## src/sddc_defines.svh

```systemverilog
/*
 * Constants for the socket distributed DMA configuration and decode block:
 * configuration offsets, field positions, reset values and encodings.
 * Assumes it is included by bare name from the package and the design file.
 */
`ifndef SDDC_DEFINES_SVH
`define SDDC_DEFINES_SVH

// Configuration offsets (byte addresses)
`define SDDC_OFF_REQ_SEL      8'h94
`define SDDC_OFF_BASE_CTRL    8'h98

// Reset values
`define SDDC_RST_REQ_SEL      32'h0000_0000
`define SDDC_RST_BASE_CTRL    32'h0000_0000

// Request-select field
`define SDDC_SEL_LSB          0
`define SDDC_SEL_MSB          1

// Base/control fields
`define SDDC_EN_BIT           0
`define SDDC_WID_LSB          1
`define SDDC_WID_MSB          2
`define SDDC_EXT_BIT          3
`define SDDC_BASE_LSB         4
`define SDDC_BASE_MSB         15

// Request-terminal encodings
`define SDDC_SEL_NONE         2'h0
`define SDDC_SEL_SPEAKER      2'h1
`define SDDC_SEL_IO16         2'h2
`define SDDC_SEL_CARD_INPUT_ACK_LINE       2'h3

// Card transfer width encodings
`define SDDC_WID_8            2'h0
`define SDDC_WID_16           2'h1

// Last beat index per prefetched word
`define SDDC_BEATS_WIDE       2'h1
`define SDDC_BEATS_NARROW     2'h3

`endif

```

## src/sddc_pkg.sv

```systemverilog
/*
 * Types for the socket distributed DMA configuration and decode block.
 * Assumes sddc_defines.svh is on the include path.
 */
`include "sddc_defines.svh"

package sddc_pkg;

   // Whole state of the block, registered as one word
   typedef struct packed {
      logic [1:0]  dmaSel;       // Request terminal select
      logic [11:0] winBase;      // Window base, address bits 15..4
      logic [1:0]  xferWidth;    // Card transfer width code
      logic        decEn;        // Window decode enable
      logic [31:0] rdData;       // Configuration read data
      logic        rdValid;      // Read answer strobe
      logic        winHit;       // I/O address hit the window
      logic        dmaReq;       // Selected card request
      logic        spkNormal;    // Speaker line, non-DMA use
      logic        io16Normal;   // 16-bit indicate, non-DMA use
      logic        ackNormal;    // Input acknowledge, non-DMA use
      logic [31:0] word;         // Prefetched PCI word
      logic        wordWide;     // Word is split into 16-bit beats
      logic [1:0]  beat;         // Current beat index
      logic [15:0] cardData;     // Card-side beat data
      logic        cardValid;    // Card beat offered
      logic        pciReady;     // Free to take a PCI word
   } sddc_state_t;

endpackage

```

## src/sddc_socket_distributed_dma.sv

```systemverilog
/*
 * Per-socket distributed DMA configuration, window decode, request
 * terminal selection and 32-to-16 bit card data splitter.
 * Assumes configuration accesses and I/O addresses are synchronous to
 * ref_clk, one instance per socket function.
 */
`timescale 1ns/10ps
`default_nettype none

`include "sddc_defines.svh"

// Functional notes
// - Select field picks card DMA request terminal
// - Select register bits 31..2 read zero
// - Bits 15..4 place the window base
// - Window address upper 16 bits are zero
// - Low four bits zero, excluded from decode
// - Bit 0 enables window decode
// - Bits 2..1 choose 8 or 16 bit
// - Extended addressing bit reads zero always
// - Control register bits 31..16 read zero
// - Card cycle never carries over 16 bits
// - Prefetch 32 bits, two back-to-back halves at 16 bit, four bytes at 8 bit
// - Registers at 94h and 98h, reset zero
module sddc_socket_distributed_dma
(
   // Clock, reset, enable
   input  wire logic        ref_clk,
   input  wire logic        srst,
   input  wire logic        ce,
   // Configuration access
   input  wire logic        cfgWrite,
   input  wire logic        cfgRead,
   input  wire logic [7:0]  cfgAddr,
   input  wire logic [3:0]  cfgByteEn,
   input  wire logic [31:0] cfgWdata,
   output logic      [31:0] cfgRdata,
   output logic             cfgRdValid,
   // PCI I/O address decode
   input  wire logic        ioValid,
   input  wire logic [31:0] ioAddr,
   output logic             windowHit,
   // Card terminals
   input  wire logic        cardSpeakerLine,
   input  wire logic        cardIoWidth16Line,
   input  wire logic        cardInputAckLine,
   output logic             cardDmaRequest,
   output logic             speakerNormal,
   output logic             ioWidth16Normal,
   output logic             inputAckNormal,
   // Prefetched PCI data toward the card
   input  wire logic        pciValid,
   input  wire logic [31:0] pciData,
   output logic             pciReady,
   output logic      [15:0] cardData,
   output logic             cardValid,
   input  wire logic        cardReady
);

   sddc_pkg::sddc_state_t st_r;   // Registered state
   sddc_pkg::sddc_state_t st_nxt; // Next state

   // Pick one card beat out of the held word; never wider than 16 bits
   function automatic logic [15:0] beatSlice(input logic [31:0] w,
                                             input logic        wide,
                                             input logic [1:0]  idx);
      logic [15:0] s;
      s = 16'h0000;
      if (wide)
      begin
         s = idx[0] ? w[31:16] : w[15:0];
      end
      else
      begin
         s = {8'h00, w[8*idx +: 8]};
      end
      return s;
   endfunction

   // Read-back images; reserved and fixed bits come back as zero
   function automatic logic [31:0] readImage(input sddc_pkg::sddc_state_t s,
                                             input logic [7:0] a);
      logic [31:0] d;
      d = 32'h0000_0000;
      if (a == `SDDC_OFF_REQ_SEL)
      begin
         d[`SDDC_SEL_MSB:`SDDC_SEL_LSB] = s.dmaSel;
      end
      else if (a == `SDDC_OFF_BASE_CTRL)
      begin
         d[`SDDC_BASE_MSB:`SDDC_BASE_LSB] = s.winBase;
         d[`SDDC_EXT_BIT]                 = 1'b0;
         d[`SDDC_WID_MSB:`SDDC_WID_LSB]   = s.xferWidth;
         d[`SDDC_EN_BIT]                  = s.decEn;
      end
      else
      begin
         d = 32'h0000_0000; // Other offsets belong to other blocks
      end
      return d;
   endfunction

   // Next-state logic for registers, decode, terminals and splitter
   always_comb
   begin
      st_nxt         = st_r;
      st_nxt.rdValid = 1'b0;

      // Register writes, per byte lane; only writable bits are kept
      if (cfgWrite && cfgAddr == `SDDC_OFF_REQ_SEL)
      begin
         if (cfgByteEn[0])
         begin
            st_nxt.dmaSel = cfgWdata[`SDDC_SEL_MSB:`SDDC_SEL_LSB];
         end
      end
      else if (cfgWrite && cfgAddr == `SDDC_OFF_BASE_CTRL)
      begin
         if (cfgByteEn[0])
         begin
            st_nxt.decEn      = cfgWdata[`SDDC_EN_BIT];
            st_nxt.xferWidth  = cfgWdata[`SDDC_WID_MSB:`SDDC_WID_LSB];
            st_nxt.winBase[3:0] = cfgWdata[7:4];
         end
         if (cfgByteEn[1])
         begin
            st_nxt.winBase[11:4] = cfgWdata[15:8];
         end
      end

      // Read answers one cycle after the strobe, image of current state
      if (cfgRead)
      begin
         st_nxt.rdData  = readImage(st_r, cfgAddr);
         st_nxt.rdValid = 1'b1;
      end

      // Window decode: upper 16 bits must be zero, whole 16-byte block hits
      st_nxt.winHit = ioValid && st_r.decEn
                      && (ioAddr[31:16] == 16'h0000)
                      && (ioAddr[15:4] == st_r.winBase);

      // Request terminal routing; an unselected terminal keeps normal use
      st_nxt.dmaReq     = 1'b0;
      st_nxt.spkNormal  = cardSpeakerLine;
      st_nxt.io16Normal = cardIoWidth16Line;
      st_nxt.ackNormal  = cardInputAckLine;
      case (st_r.dmaSel)
         `SDDC_SEL_SPEAKER:
         begin
            st_nxt.dmaReq    = cardSpeakerLine;
            st_nxt.spkNormal = 1'b0;
         end
         `SDDC_SEL_IO16:
         begin
            st_nxt.dmaReq     = cardIoWidth16Line;
            st_nxt.io16Normal = 1'b0;
         end
         `SDDC_SEL_CARD_INPUT_ACK_LINE:
         begin
            st_nxt.dmaReq    = cardInputAckLine;
            st_nxt.ackNormal = 1'b0;
         end
         default:
         begin
            st_nxt.dmaReq = 1'b0;
         end
      endcase

      // Splitter: a beat leaves when the card takes it
      if (st_r.cardValid && cardReady)
      begin
         if (st_r.beat == (st_r.wordWide ? `SDDC_BEATS_WIDE : `SDDC_BEATS_NARROW))
         begin
            st_nxt.cardValid = 1'b0;
            st_nxt.pciReady  = 1'b1;
         end
         else
         begin
            // Next half or byte follows in the very next cycle
            st_nxt.beat     = 2'(st_r.beat + 2'h1);
            st_nxt.cardData = beatSlice(st_r.word, st_r.wordWide, st_nxt.beat);
         end
      end

      // Take a whole 32-bit word only while empty; reserved widths act as 8-bit
      if (st_r.pciReady && pciValid)
      begin
         st_nxt.word      = pciData;
         st_nxt.wordWide  = (st_r.xferWidth == `SDDC_WID_16);
         st_nxt.beat      = 2'h0;
         st_nxt.cardData  = beatSlice(pciData, st_nxt.wordWide, 2'h0);
         st_nxt.cardValid = 1'b1;
         st_nxt.pciReady  = 1'b0;
      end
   end

   // State register; the enable freezes everything
   always_ff @(posedge ref_clk)
   begin
      if (srst)
      begin
         st_r           <= '0;
         st_r.pciReady  <= 1'b1;
      end
      else if (ce)
      begin
         st_r <= st_nxt;
      end
   end

   // Outputs straight from the state register
   assign cfgRdata        = st_r.rdData;
   assign cfgRdValid      = st_r.rdValid;
   assign windowHit       = st_r.winHit;
   assign cardDmaRequest  = st_r.dmaReq;
   assign speakerNormal   = st_r.spkNormal;
   assign ioWidth16Normal = st_r.io16Normal;
   assign inputAckNormal  = st_r.ackNormal;
   assign pciReady        = st_r.pciReady;
   assign cardData        = st_r.cardData;
   assign cardValid       = st_r.cardValid;

endmodule

`default_nettype wire

```

## config.mk

```make
export PLATFORM = sky130hd
export DESIGN_NAME = sddc_socket_distributed_dma
export DESIGN_NICKNAME = d
export VERILOG_FILES = /design/src/sddc_pkg.sv /design/src/sddc_socket_distributed_dma.sv
export VERILOG_INCLUDE_DIRS = /design/src
export SDC_FILE = /design/constraint.sdc
export NUM_CORES = 1
export LEC_CHECK = 0
export BUFFER_PORTS_ARGS = -buffer_cell sky130_fd_sc_hd__buf_2
export CAP_MARGIN = 20
export CORE_AREA = 3 3 100 126
export DETAILED_ROUTE_END_ITERATION = 8
export DIE_AREA = 0 0 103 129
export GPL_TIMING_DRIVEN = 0
export PLACE_DENSITY_LB_ADDON = 0.3
export SLEW_MARGIN = 5
export SYNTH_ARGS = -nofsm -noshare
export SYNTH_HDL_FRONTEND = slang
export SYNTH_SLANG_ARGS = --single-unit
```

## constraint.sdc

```tcl
create_clock -name ref_clk -period 2.1 [get_ports ref_clk]
set_clock_uncertainty 0.15 [all_clocks]
set_input_delay 0.42 -clock ref_clk [delete_from_list [all_inputs] [get_ports ref_clk]]
set_output_delay 0.42 -clock ref_clk [all_outputs]
set_load 0.01 [all_outputs]
```

## Word-level counts from Yosys, hierarchy flattened

Index checks and enable logic that the tools add are counted.

- Shift-type cells: 1
- Mux-type cells: 16
- Reduce and logical (&&, ||, !) cells: 17
- Bitwise gates (word level): 1
- Equal/unequal tests: 9
- $add $sub $neg: 1

Operator list:

| cell | count |
|---|---|
| 16-bit two-way mux | 4 |
| 20-bit two-way mux | 2 |
| 32-bit by 6-bit indexed part select with 8-bit output | 1 |
| 18-bit two-way mux | 1 |
| 8-bit == test, second input constant | 2 |
| 16-bit zero test | 1 |
| 14-bit two-way mux | 1 |
| 12-bit == test | 1 |
| 3-bit AND reduction | 3 |
| 4-bit AND reduction | 2 |
| 1-bit logical AND | 7 |
| 2-bit two-way mux | 3 |
| 2-bit by 1-bit == test with 1-bit output, second input constant | 2 |
| 2-bit == test, second input constant | 2 |
| 1-bit two-way mux | 4 |
| 2-bit AND reduction | 2 |
| 2-bit nonzero test | 2 |
| 1-bit one-hot mux with 3 select lines | 1 |
| 2-bit by 1-bit adder with 2-bit output, second input constant | 1 |
| 2-bit == test | 1 |
| 2-bit by 1-bit inequality test with 1-bit output, second input constant | 1 |
| 1-bit NOT | 1 |

- Register bits after elaboration: 92
- Logic and storage cells: 63
- Input bits: 119
- Output and inout port bits: 56

## Logic depth before layout (Yosys ltp)

Gate-level depths: netlist of run 1.

- Depth after elaboration: 6
- Gate-level depth with buffers: 6
- Depth with buffers taken out: 4

## Least setup slack after synthesis of run 1

No wires, ideal clock.

- Kind: register to register
- Start: register pciReady (netlist name)
- End: register st_r, in the netlist cardData[10]
- Path buffers: 0
- Setup time: 0.080 ns
- Stages on the path, launching flop included: 5
- Setup slack: 0.435 ns
- Required time: 1.870 ns
- Clock period less this slack: 1.665 ns
- Arrival time: 1.434 ns
- Path through: dfxtp_1 nand2_1 nor3b_1 a2bb2oi_1 a211oi_2

- Longest elaborated chain between the ends: 3
- Elaborated cells between the ends (all ways): 5
- Classes of those cells: 1 x eq/ne; 1 x mux; 3 x reduce/logical

RTL lines:

| item | RTL line | RTL |
|---|---|---|
| 1-bit logical AND * | sddc_socket_distributed_dma.sv:187 | `if (st_r.pciReady && pciValid)` |
| 2-bit by 1-bit inequality test with 1-bit output (no source line) / 2-bit nonzero test (equally long branches) | -- |  |
| 3-bit AND reduction (no source line) | -- |  |
| end signal, assigned | sddc_socket_distributed_dma.sv:208 | `st_r <= st_nxt;` |
| end, declared | sddc_socket_distributed_dma.sv:60 | `sddc_pkg::sddc_state_t st_r;` |

Every way passes the cells marked *; elsewhere a longest branch is shown, timed or not.
A chain may end at the register's enable or synchronous reset.

## Final worst setup path of run 1

- Start: register pciReady (netlist name)
- End: register st_r[32] in the netlist's numbering

- Longest elaborated chain between the ends: 2

RTL lines:

| item | RTL line |
|---|---|
| 1-bit logical AND | sddc_socket_distributed_dma.sv:187 |
| 2-bit AND reduction (no source line) | -- |

Every way passes these cells.

==> results.toml, run 1 <==
[place]
post-place-ws_ps = -155
dp_hpwl_um = 10500
gp_congestion = 0.859
dp.cells = 808
port_buffers = 134

[yosys]
ys_seq_elements = 91
netlist_area_um2 = 4560
syn_area_per_cell_um2 = 8.76
synth_edf_count = 0
synth.most_common_cell = "dfxtp_1"
synth_top_cell_by_area = "dfxtp_1"
synth_top_area_frac = 0.400
synth_common_cells = "dfxtp_1 (91), nand2_1 (81), buf_4 (49), a21oi_1 (44), nor2_1 (40)"
yosysUniqueCellTypes = 53
synthFlopType = "dfxtp_1"
synth-seq-area-share = 0.400
synthTopCellsByArea = "dfxtp_1 (40%), mux2i_1 (8.3%), buf_4 (8.1%), nand2_1 (6.7%), a21oi_1 (4.8%)"
ys_async_sr_fraction = 0
synth_cells = 520
yosys_warnings = 0

[timing]
min_period_ps = 1920
max_clock_freq_mhz = 522
hold_viol_final = 0
worstMarginPinSlew_ps = 727
whs_ps = 165
rsz0062_at_grt = "false"
setup_violations = 0
slew_headroom = 0.508
slew_violations = 0
finalCritPeriodShare = 0.912
layout_setup_ws_ps = 185

[status]
outcome = "finished, final reports clean"

[clock_tree]
clockRootBuffer = "clkbuf_16"
cts_max_path_buffers = 2
cts_buffers = 9
cts_tree = "built"
cts.sinks = 91
cts_setup_buffers = 0
cts.clk_slew.worst_paths_ps = 60
clk_latency_ps = 340
cts_max_level = 3

[setup_path]
critical_path_required_ps = 2150
cp_max_fo = 10
crit_type = "reg2reg"
end_kind = "flip-flop"
critPathArrivalTime_ps = 1970
crit_path_start_kind = "flip-flop"

[cells_and_area]
final_cells = 825
utilization = 0.500
drive_above_1_share = 0.337
syn_to_final_growth_pct = 26.9
fin_nets = 800

[detailed_routing]
drc = 0
dr_total_vias = 4204
vias_per_cell = 5.10
wl_per_cell_um = 15.8
drt_iter0_drc = 163
firstDrtPassIters = 4
antenna_left = 0
routed_wl_um = 13000

[pwr]
ir_drop_uv = 380
clkPwrFrac = 0.415
seqPwrFrac = 0.455
intPower_mw = 3.05
combPwrFrac = 0.129
p_switching_uw = 962
switching_share = 0.240
total_leakage_power_nw = 2.56
powerDensity_nw_per_um2 = 694
power_mw = 4.01

[grt]
grt_use_total = 0.201
grt_pass1_wl_um = 20300
met2_usage = 0.355
overflow = 0
use_met3 = 0.0363
antenna_found_initial = 0
use_met1 = 0.230
grt_pass1_vias = 4089
grt_max_degree = 14
busiest_layer = "met2"

[die]
start_util = 0.394
chipWidth_um = 103
die_y_um = 129
ioPinCount = 175
die_area_um2 = 13300
core_um2 = 11600
fp-row-count = 44

[job]
drv_cap = 0

[worst_hold_path]
hp-class = "in2reg"
## area by class of cell
cell class,instances,area [um2]
clock inverters,1,30.0
clock buffers,15,278
repair buffers,134,671
multi-input cells,359,2270
well taps,138,173
inverters,5,18.8
plain buffers,81,514
diodes,1,2.50
fillers,1128,5780
flip-flops and latches,91,1820
## power by group through the flow
stage          Clock, mW  Sequential, mW  Combinational, mW
2_1_floorplan          0            1.86              0.310
5_1_grt             1.76            1.83              0.576
6_report            1.67            1.83              0.520
3_5_place_dp           0            1.87              0.520
3_3_place_gp           0            1.86              0.507
4_1_cts             1.71            1.83              0.522
## final timing paths
path	startpoint	endpoint	depth (start not counted)	slack [ps]
setup reg to reg	pciReady	st_r[32]	6	180
hold reg to reg	inputAckNormal	inputAckNormal	2	310
hold / removal	pciData[27]	st_r[48]	3	170
setup / recovery	pciReady	st_r[32]	6	180
## kinds of logic (layout without fill, tap and decap cells)
kind of cell           Yosys count  count (layout)  share of synthesized area
buffers and inverters           86             236                      0.116
multiplexers                    42              42                     0.0934
other                            1              18                   0.000823
XOR/XNOR                        13              13                     0.0266
AND/OR/NAND/NOR                176             176                      0.184
flip-flops                      91              91                      0.400
AO/OA/AOI/OAI                  111             111                      0.179
## routing by layer
metal,vias to the layer above,routed length [um]
li1,2097,-
met1,1914,5050
met2,175,6750
met3,18,914
met4,0,326
met5,-,0
## flip-flops by register name, summed over array words and instances (netlist names)
| signal | count |
|---|---|
| cardData | 16 |
| cardDmaRequest | 1 |
| cardValid | 1 |
| cfgRdValid | 1 |
| cfgRdata | 15 |
| inputAckNormal | 1 |
| ioWidth16Normal | 1 |
| pciReady | 1 |
| speakerNormal | 1 |
| st_r | 52 |
| windowHit | 1 |
## stage by stage
stage	setup TNS (ps)	cell area (um2)
after global routing	0	5780
after detailed placement	-1040	5460
final	0	5780
after CTS	0	5770
after global placement	-1140	5460
after floorplan	0	4620
## critical path, cell delays in order, from the launching register on
cell and delay (ps):
dfxtp_1 400, and2_1 150, clkbuf_1 300, nand2_1 250, clkbuf_1 310, nand2_1 140
a21oi_1 80
## timing repair
| action | CTS | global route |
|---|---|---|
| pin swaps | 0 | 0 |
| endpoints found under the setup margin | 6 | 39 |
| resized for setup | 2 | 3 |
| hold buffers | 0 | 0 |
| endpoints found under the hold margin | 0 | 0 |
## layout by cell type (no fill, tap or decap), types with 3 or more instances in the layout
master,netlist,final
clkbuf_1,21,22
a22oi_1,14,14
nor3_1,16,16
a2bb2oi_1,10,10
a211oi_2,8,8
nor4_1,4,4
o211ai_1,3,3
a21oi_1,44,44
nand3_1,7,7
conb_1,1,17
clkbuf_8,0,3
nand4_1,4,4
dfxtp_1,91,91
xnor2_1,12,12
buf_2,7,141
mux2i_1,38,38
o22a_1,4,4
mux2_2,4,4
clkbuf_16,0,9
buf_4,49,49
inv_1,5,5
nor3b_1,5,4
nor2_1,40,39
a311oi_1,6,6
o21ai_0,7,7
nand2_1,81,81
Note: power is estimated with default switching activity, not from simulation.
==> inputs of run 2 (changes only) <==
Clock period 2.1 ns to 2 ns, I/O delays scaled along.
==> results.toml, run 2 (same netlist as run 1, synthesis figures left out) <==
[status]
outcome = "finished, final reports clean"

[die]
die_y_um = 129
chipWidth_um = 103
core_um2 = 11600
die_area_um2 = 13300
ioPinCount = 175
start_util = 0.394
fp-row-count = 44

[clock_tree]
clockRootBuffer = "clkbuf_16"
cts.clk_slew.worst_paths_ps = 60
cts_max_path_buffers = 2
cts_setup_buffers = 0
cts_tree = "built"
cts.sinks = 91
clk_latency_ps = 340
cts_hold_buf = 0
cts_buffers = 9
cts_max_level = 3

[timing]
setup_violations = 0
hold_viol_final = 0
finalCritPeriodShare = 0.946
slew_headroom = 0.497
worstMarginPinSlew_ps = 744
max_clock_freq_mhz = 529
slew_violations = 0
rsz0062_at_grt = "false"
min_period_ps = 1890

[detailed_routing]
drt_iter0_drc = 157
drc = 0
antenna_left = 0
routed_wl_um = 13000
vias_per_cell = 5.08
wl_per_cell_um = 15.8
firstDrtPassIters = 4
dr_total_vias = 4185

[setup_path]
cp_max_fo = 8
end_kind = "flip-flop"
crit_type = "reg2reg"
critPathArrivalTime_ps = 2000
reg2reg_depth = 4
critical_path_required_ps = 2110
r2r_slack_ps = 110
crit_path_start_kind = "flip-flop"

[cells_and_area]
fillCellCount = 1129
layout_common_cells = "buf_2 (141), dfxtp_1 (91), nand2_1 (81)"
layout_commonest_cell = "buf_2"
fin_nets = 799
registers.top_by_ff_count = "st_r"
drive_above_1_share = 0.343
largest_reg_flops = 52
seq_area_um2 = 1820
multi_input_area_um2 = 2280
final_cells = 824
syn_to_final_growth_pct = 27.0

[pwr]
switching_share = 0.240
ir_drop_uv = 404
total_leakage_power_nw = 2.57
intPower_mw = 3.20
powerDensity_nw_per_um2 = 729
clkPwrFrac = 0.416
p_switching_mw = 1.01
power_mw = 4.22
seqPwrFrac = 0.455
combPwrFrac = 0.130

[grt]
grt_max_degree = 14
grt_use_total = 0.201
grt_pass1_vias = 4089
overflow = 0
antenna_found_initial = 0
grt_pass1_wl_um = 20300

[place]
port_buffers = 134
dp.cells = 808
dp_hpwl_um = 10500
gp_congestion = 0.859

[worst_hold_path]
worstHoldPathCells = 3
hp-class = "in2reg"

[job]
drv_cap = 0
run 2: cell count changes in the layout (fill, tap and decap cells not counted), sizes merged:
cell and delta:
clkbuf -1
run 2: routing by layer:
| layer | part of all wire | global-route usage | vias up |
|---|---|---|---|
| li1 | - | - | 2090 |
| met1 | 0.39 | 0.230 | 1894 |
| met2 | 0.52 | 0.355 | 178 |
| met3 | 0.067 | 0.0363 | 23 |
| met4 | 0.028 | 0.0953 | 0 |
| met5 | 0 | 0 | - |
run 2: final cells by class:
cell class                 count  area share
buffer                        80      0.0891
sequential                    91       0.315
antenna                        1    0.000433
timing repair buffer         134       0.116
clock buffer                  15      0.0480
clock inverter                 1     0.00519
tap                          138      0.0298
multi-input combinational    359       0.393
inverter                       5     0.00324
run 2: power groups by stage:
stage	Clock (mW)	Sequential, mW	Combinational (mW)
final	1.75	1.92	0.547
after global routing	1.85	1.93	0.607
after CTS	1.79	1.92	0.548
after detailed placement	0	1.96	0.546
after global placement	0	1.96	0.532
after floorplan	0	1.95	0.325
run 2: path summary, 6_finish.rpt:
check	start	to
setup / recovery	pciReady	cardData[9]
hold / removal	pciData[27]	st_r[48]
setup reg to reg	pciReady	cardData[9]
hold reg to reg	inputAckNormal	inputAckNormal
run 2: stage by stage:
step	cell area, um2	hold slack (ps)	setup TNS, ps	setup WS (ps)	utilization
after floorplan	4620	282	0	335	-
after global placement	5460	293	-2430	-257	0.472
after detailed placement	5460	298	-2630	-235	0.472
after CTS	5780	128	0	49.7	0.500
after global routing	5780	144	0	28.7	0.500
final	5790	142	0	109	0.500
run 2: critical path, stage by stage (launching register included):
cell	delay [ps]
dfxtp_1	390
nand2_1	230
nor3b_2	590
a2bb2oi_1	180
a211oi_2	250
run 2: what timing repair did:
| action | CTS | global route |
|---|---|---|
| endpoints found under the setup margin | 13 | 40 |
| cloned | 0 | 0 |
| gates resized for setup | 3 | 11 |
==> inputs of run 3 (changes only) <==
Settings changed: ABC_AREA from default to 1, CORE_AREA 3 3 100 126 to 3 3 103 130, DIE_AREA 0 0 103 129 to 0 0 106 133.
==> results.toml, run 3 <==
[status]
outcome = "finished, final reports clean"

[pwr]
power_mw = 4.31
powerDensity_nw_per_um2 = 708
ir_drop_uv = 393
total_leakage_power_nw = 3.02

[place]
port_buffers = 133
gp_congestion = 0.893
place_area_um2 = 5790
dp_hpwl_um = 10700

[grt]
grt_pass1_wl_um = 22100
grt_use_total = 0.195
grt_max_degree = 15
grt_pass1_vias = 4577
overflow = 0
antenna_found_initial = 1

[cells_and_area]
seq_area_um2 = 1820
fin_nets = 1001
design_area_um2 = 6080
layout_commonest_cell = "nand2_1"
syn_to_final_growth_pct = 25.1
drive_above_1_share = 0.275
multi_input_area_um2 = 2290
layout_common_cells = "nand2_1 (180), buf_2 (145), dfxtp_1 (91)"
registers.top_by_ff_count = "st_r"
fillCellCount = 1338
largest_reg_flops = 52
utilization = 0.500

[detailed_routing]
vias_per_cell = 4.65
antenna_left = 0
drt_iter0_drc = 306
firstDrtPassIters = 6
routed_wl_um = 13600
drc = 0
wl_per_cell_um = 12.9
dr_total_vias = 4901

[clock_tree]
cts_tree = "built"
cts.sinks = 91
cts_max_path_buffers = 2
cts_buffers = 9
cts_hold_buf = 0
cts_setup_buffers = 0
clk_latency_ps = 340
clockRootBuffer = "clkbuf_16"
cts_resized = 0
cts.clk_slew.worst_paths_ps = 60
cts_max_level = 3

[setup_path]
crit_path_start_kind = "flip-flop"
end_kind = "flip-flop"
critPathArrivalTime_ps = 1710
critical_path_required_ps = 2050
crit_type = "reg2reg"
r2r-start = "st_r[18]"
cp_max_fo = 9
setup.worst_path.start = "st_r[18]"

[yosys]
synthFlopType = "dfxtp_1"
yosys_warnings = 0
synth_top_cell_by_area = "dfxtp_1"
ys_seq_elements = 91
synth.most_common_cell = "nand2_1"
ys_async_sr_fraction = 0
synth-seq-area-share = 0.375
synth_top_area_frac = 0.375
synth_common_cells = "nand2_1 (180), dfxtp_1 (91), nor2_1 (88), o21ai_0 (72), a21oi_1 (64)"
yosysUniqueCellTypes = 32
synth_edf_count = 0
syn_area_per_cell_um2 = 6.73
synth_cells = 722
netlist_area_um2 = 4860
synthTopCellsByArea = "dfxtp_1 (37%), nand2_1 (14%), buf_4 (8.0%), o21ai_0 (7.4%), nor2_1 (6.8%)"

[timing]
rsz0062_at_grt = "false"
slew_headroom = 0.523
min_period_ps = 1650
slew_violations = 0
max_clock_freq_mhz = 604
setup_violations = 0
hold_viol_final = 0
finalCritPeriodShare = 0.827
worstMarginPinSlew_ps = 712
fin_setup_tns_ps = 0

[die]
die_area_um2 = 14100
ioPinCount = 175
fp-row-count = 45
die_y_um = 133
start_util = 0.399
chipWidth_um = 106
core_um2 = 12200

[job]
drv_cap = 0

[worst_hold_path]
holdCritStartpoint = "cfgWdata[7]"
hp-class = "in2reg"
-- run 3: worst max-delay path, cell delays in order, from the launching register on --
cell     delay [ps]
dfxtp_1         310
buf_4           160
inv_2            80
nand2_2         130
nand2_2         160
o21ai_0         250
nand2_1         100
nand2_1         100
a21oi_1          70
-- run 3: path summary, 6_finish.rpt --
| path | to | slack, ps | cells past startpoint |
|---|---|---|---|
| max | cardData[2] | 350 | 8 |
| min | st_r[97] | 130 | 3 |
| min reg2reg | st_r[24] | 320 | 2 |
| max reg2reg | cardData[2] | 350 | 8 |
-- run 3: kinds of logic after synthesis --
family                    after synthesis  synth area share
DFF                                    91             0.375
and+or+nand+nor                       319             0.277
buffers and inverters                 149             0.165
other                                   1          0.000772
xor gates and xnor gates                1           0.00180
AOI/OAI and AO/OA                     161             0.181
-- run 3: per-stage QoR --
step                setup slack [ps]  instances  hold slack [ps]
floorplan                        530        738              288
global placement                 217       1035              300
detailed placement               160       1035              306
CTS                              377       1051              121
global route                     206       1051              133
finish                           345       1053              126
-- run 3: area by class of cell --
class                   count  share of cell area
clock inverters             3             0.00371
plain buffers              84              0.0914
flip-flops and latches     91               0.300
diodes                      2            0.000824
clock buffers              13              0.0428
well taps                 164              0.0338
multi-input cells         498               0.378
inverters                  65              0.0406
repair buffers            133               0.110
-- run 3: routing by layer --
metal	vias to the layer above	part of all wire	GRT usage
li1	2561	-	-
met1	2140	0.40	0.228
met2	176	0.50	0.345
met3	22	0.085	0.0483
met4	2	0.018	0.0677
met5	-	0.00051	0
-- run 3: where the power goes --
| part | internal [mW] | total, mW | switching (mW) |
|---|---|---|---|
| Clock | 0.912 | 1.62 | 0.706 |
| Combinational | 0.316 | 0.734 | 0.419 |
| Sequential | 1.91 | 1.95 | 0.0452 |
| Total | 3.14 | 4.31 | 1.17 |
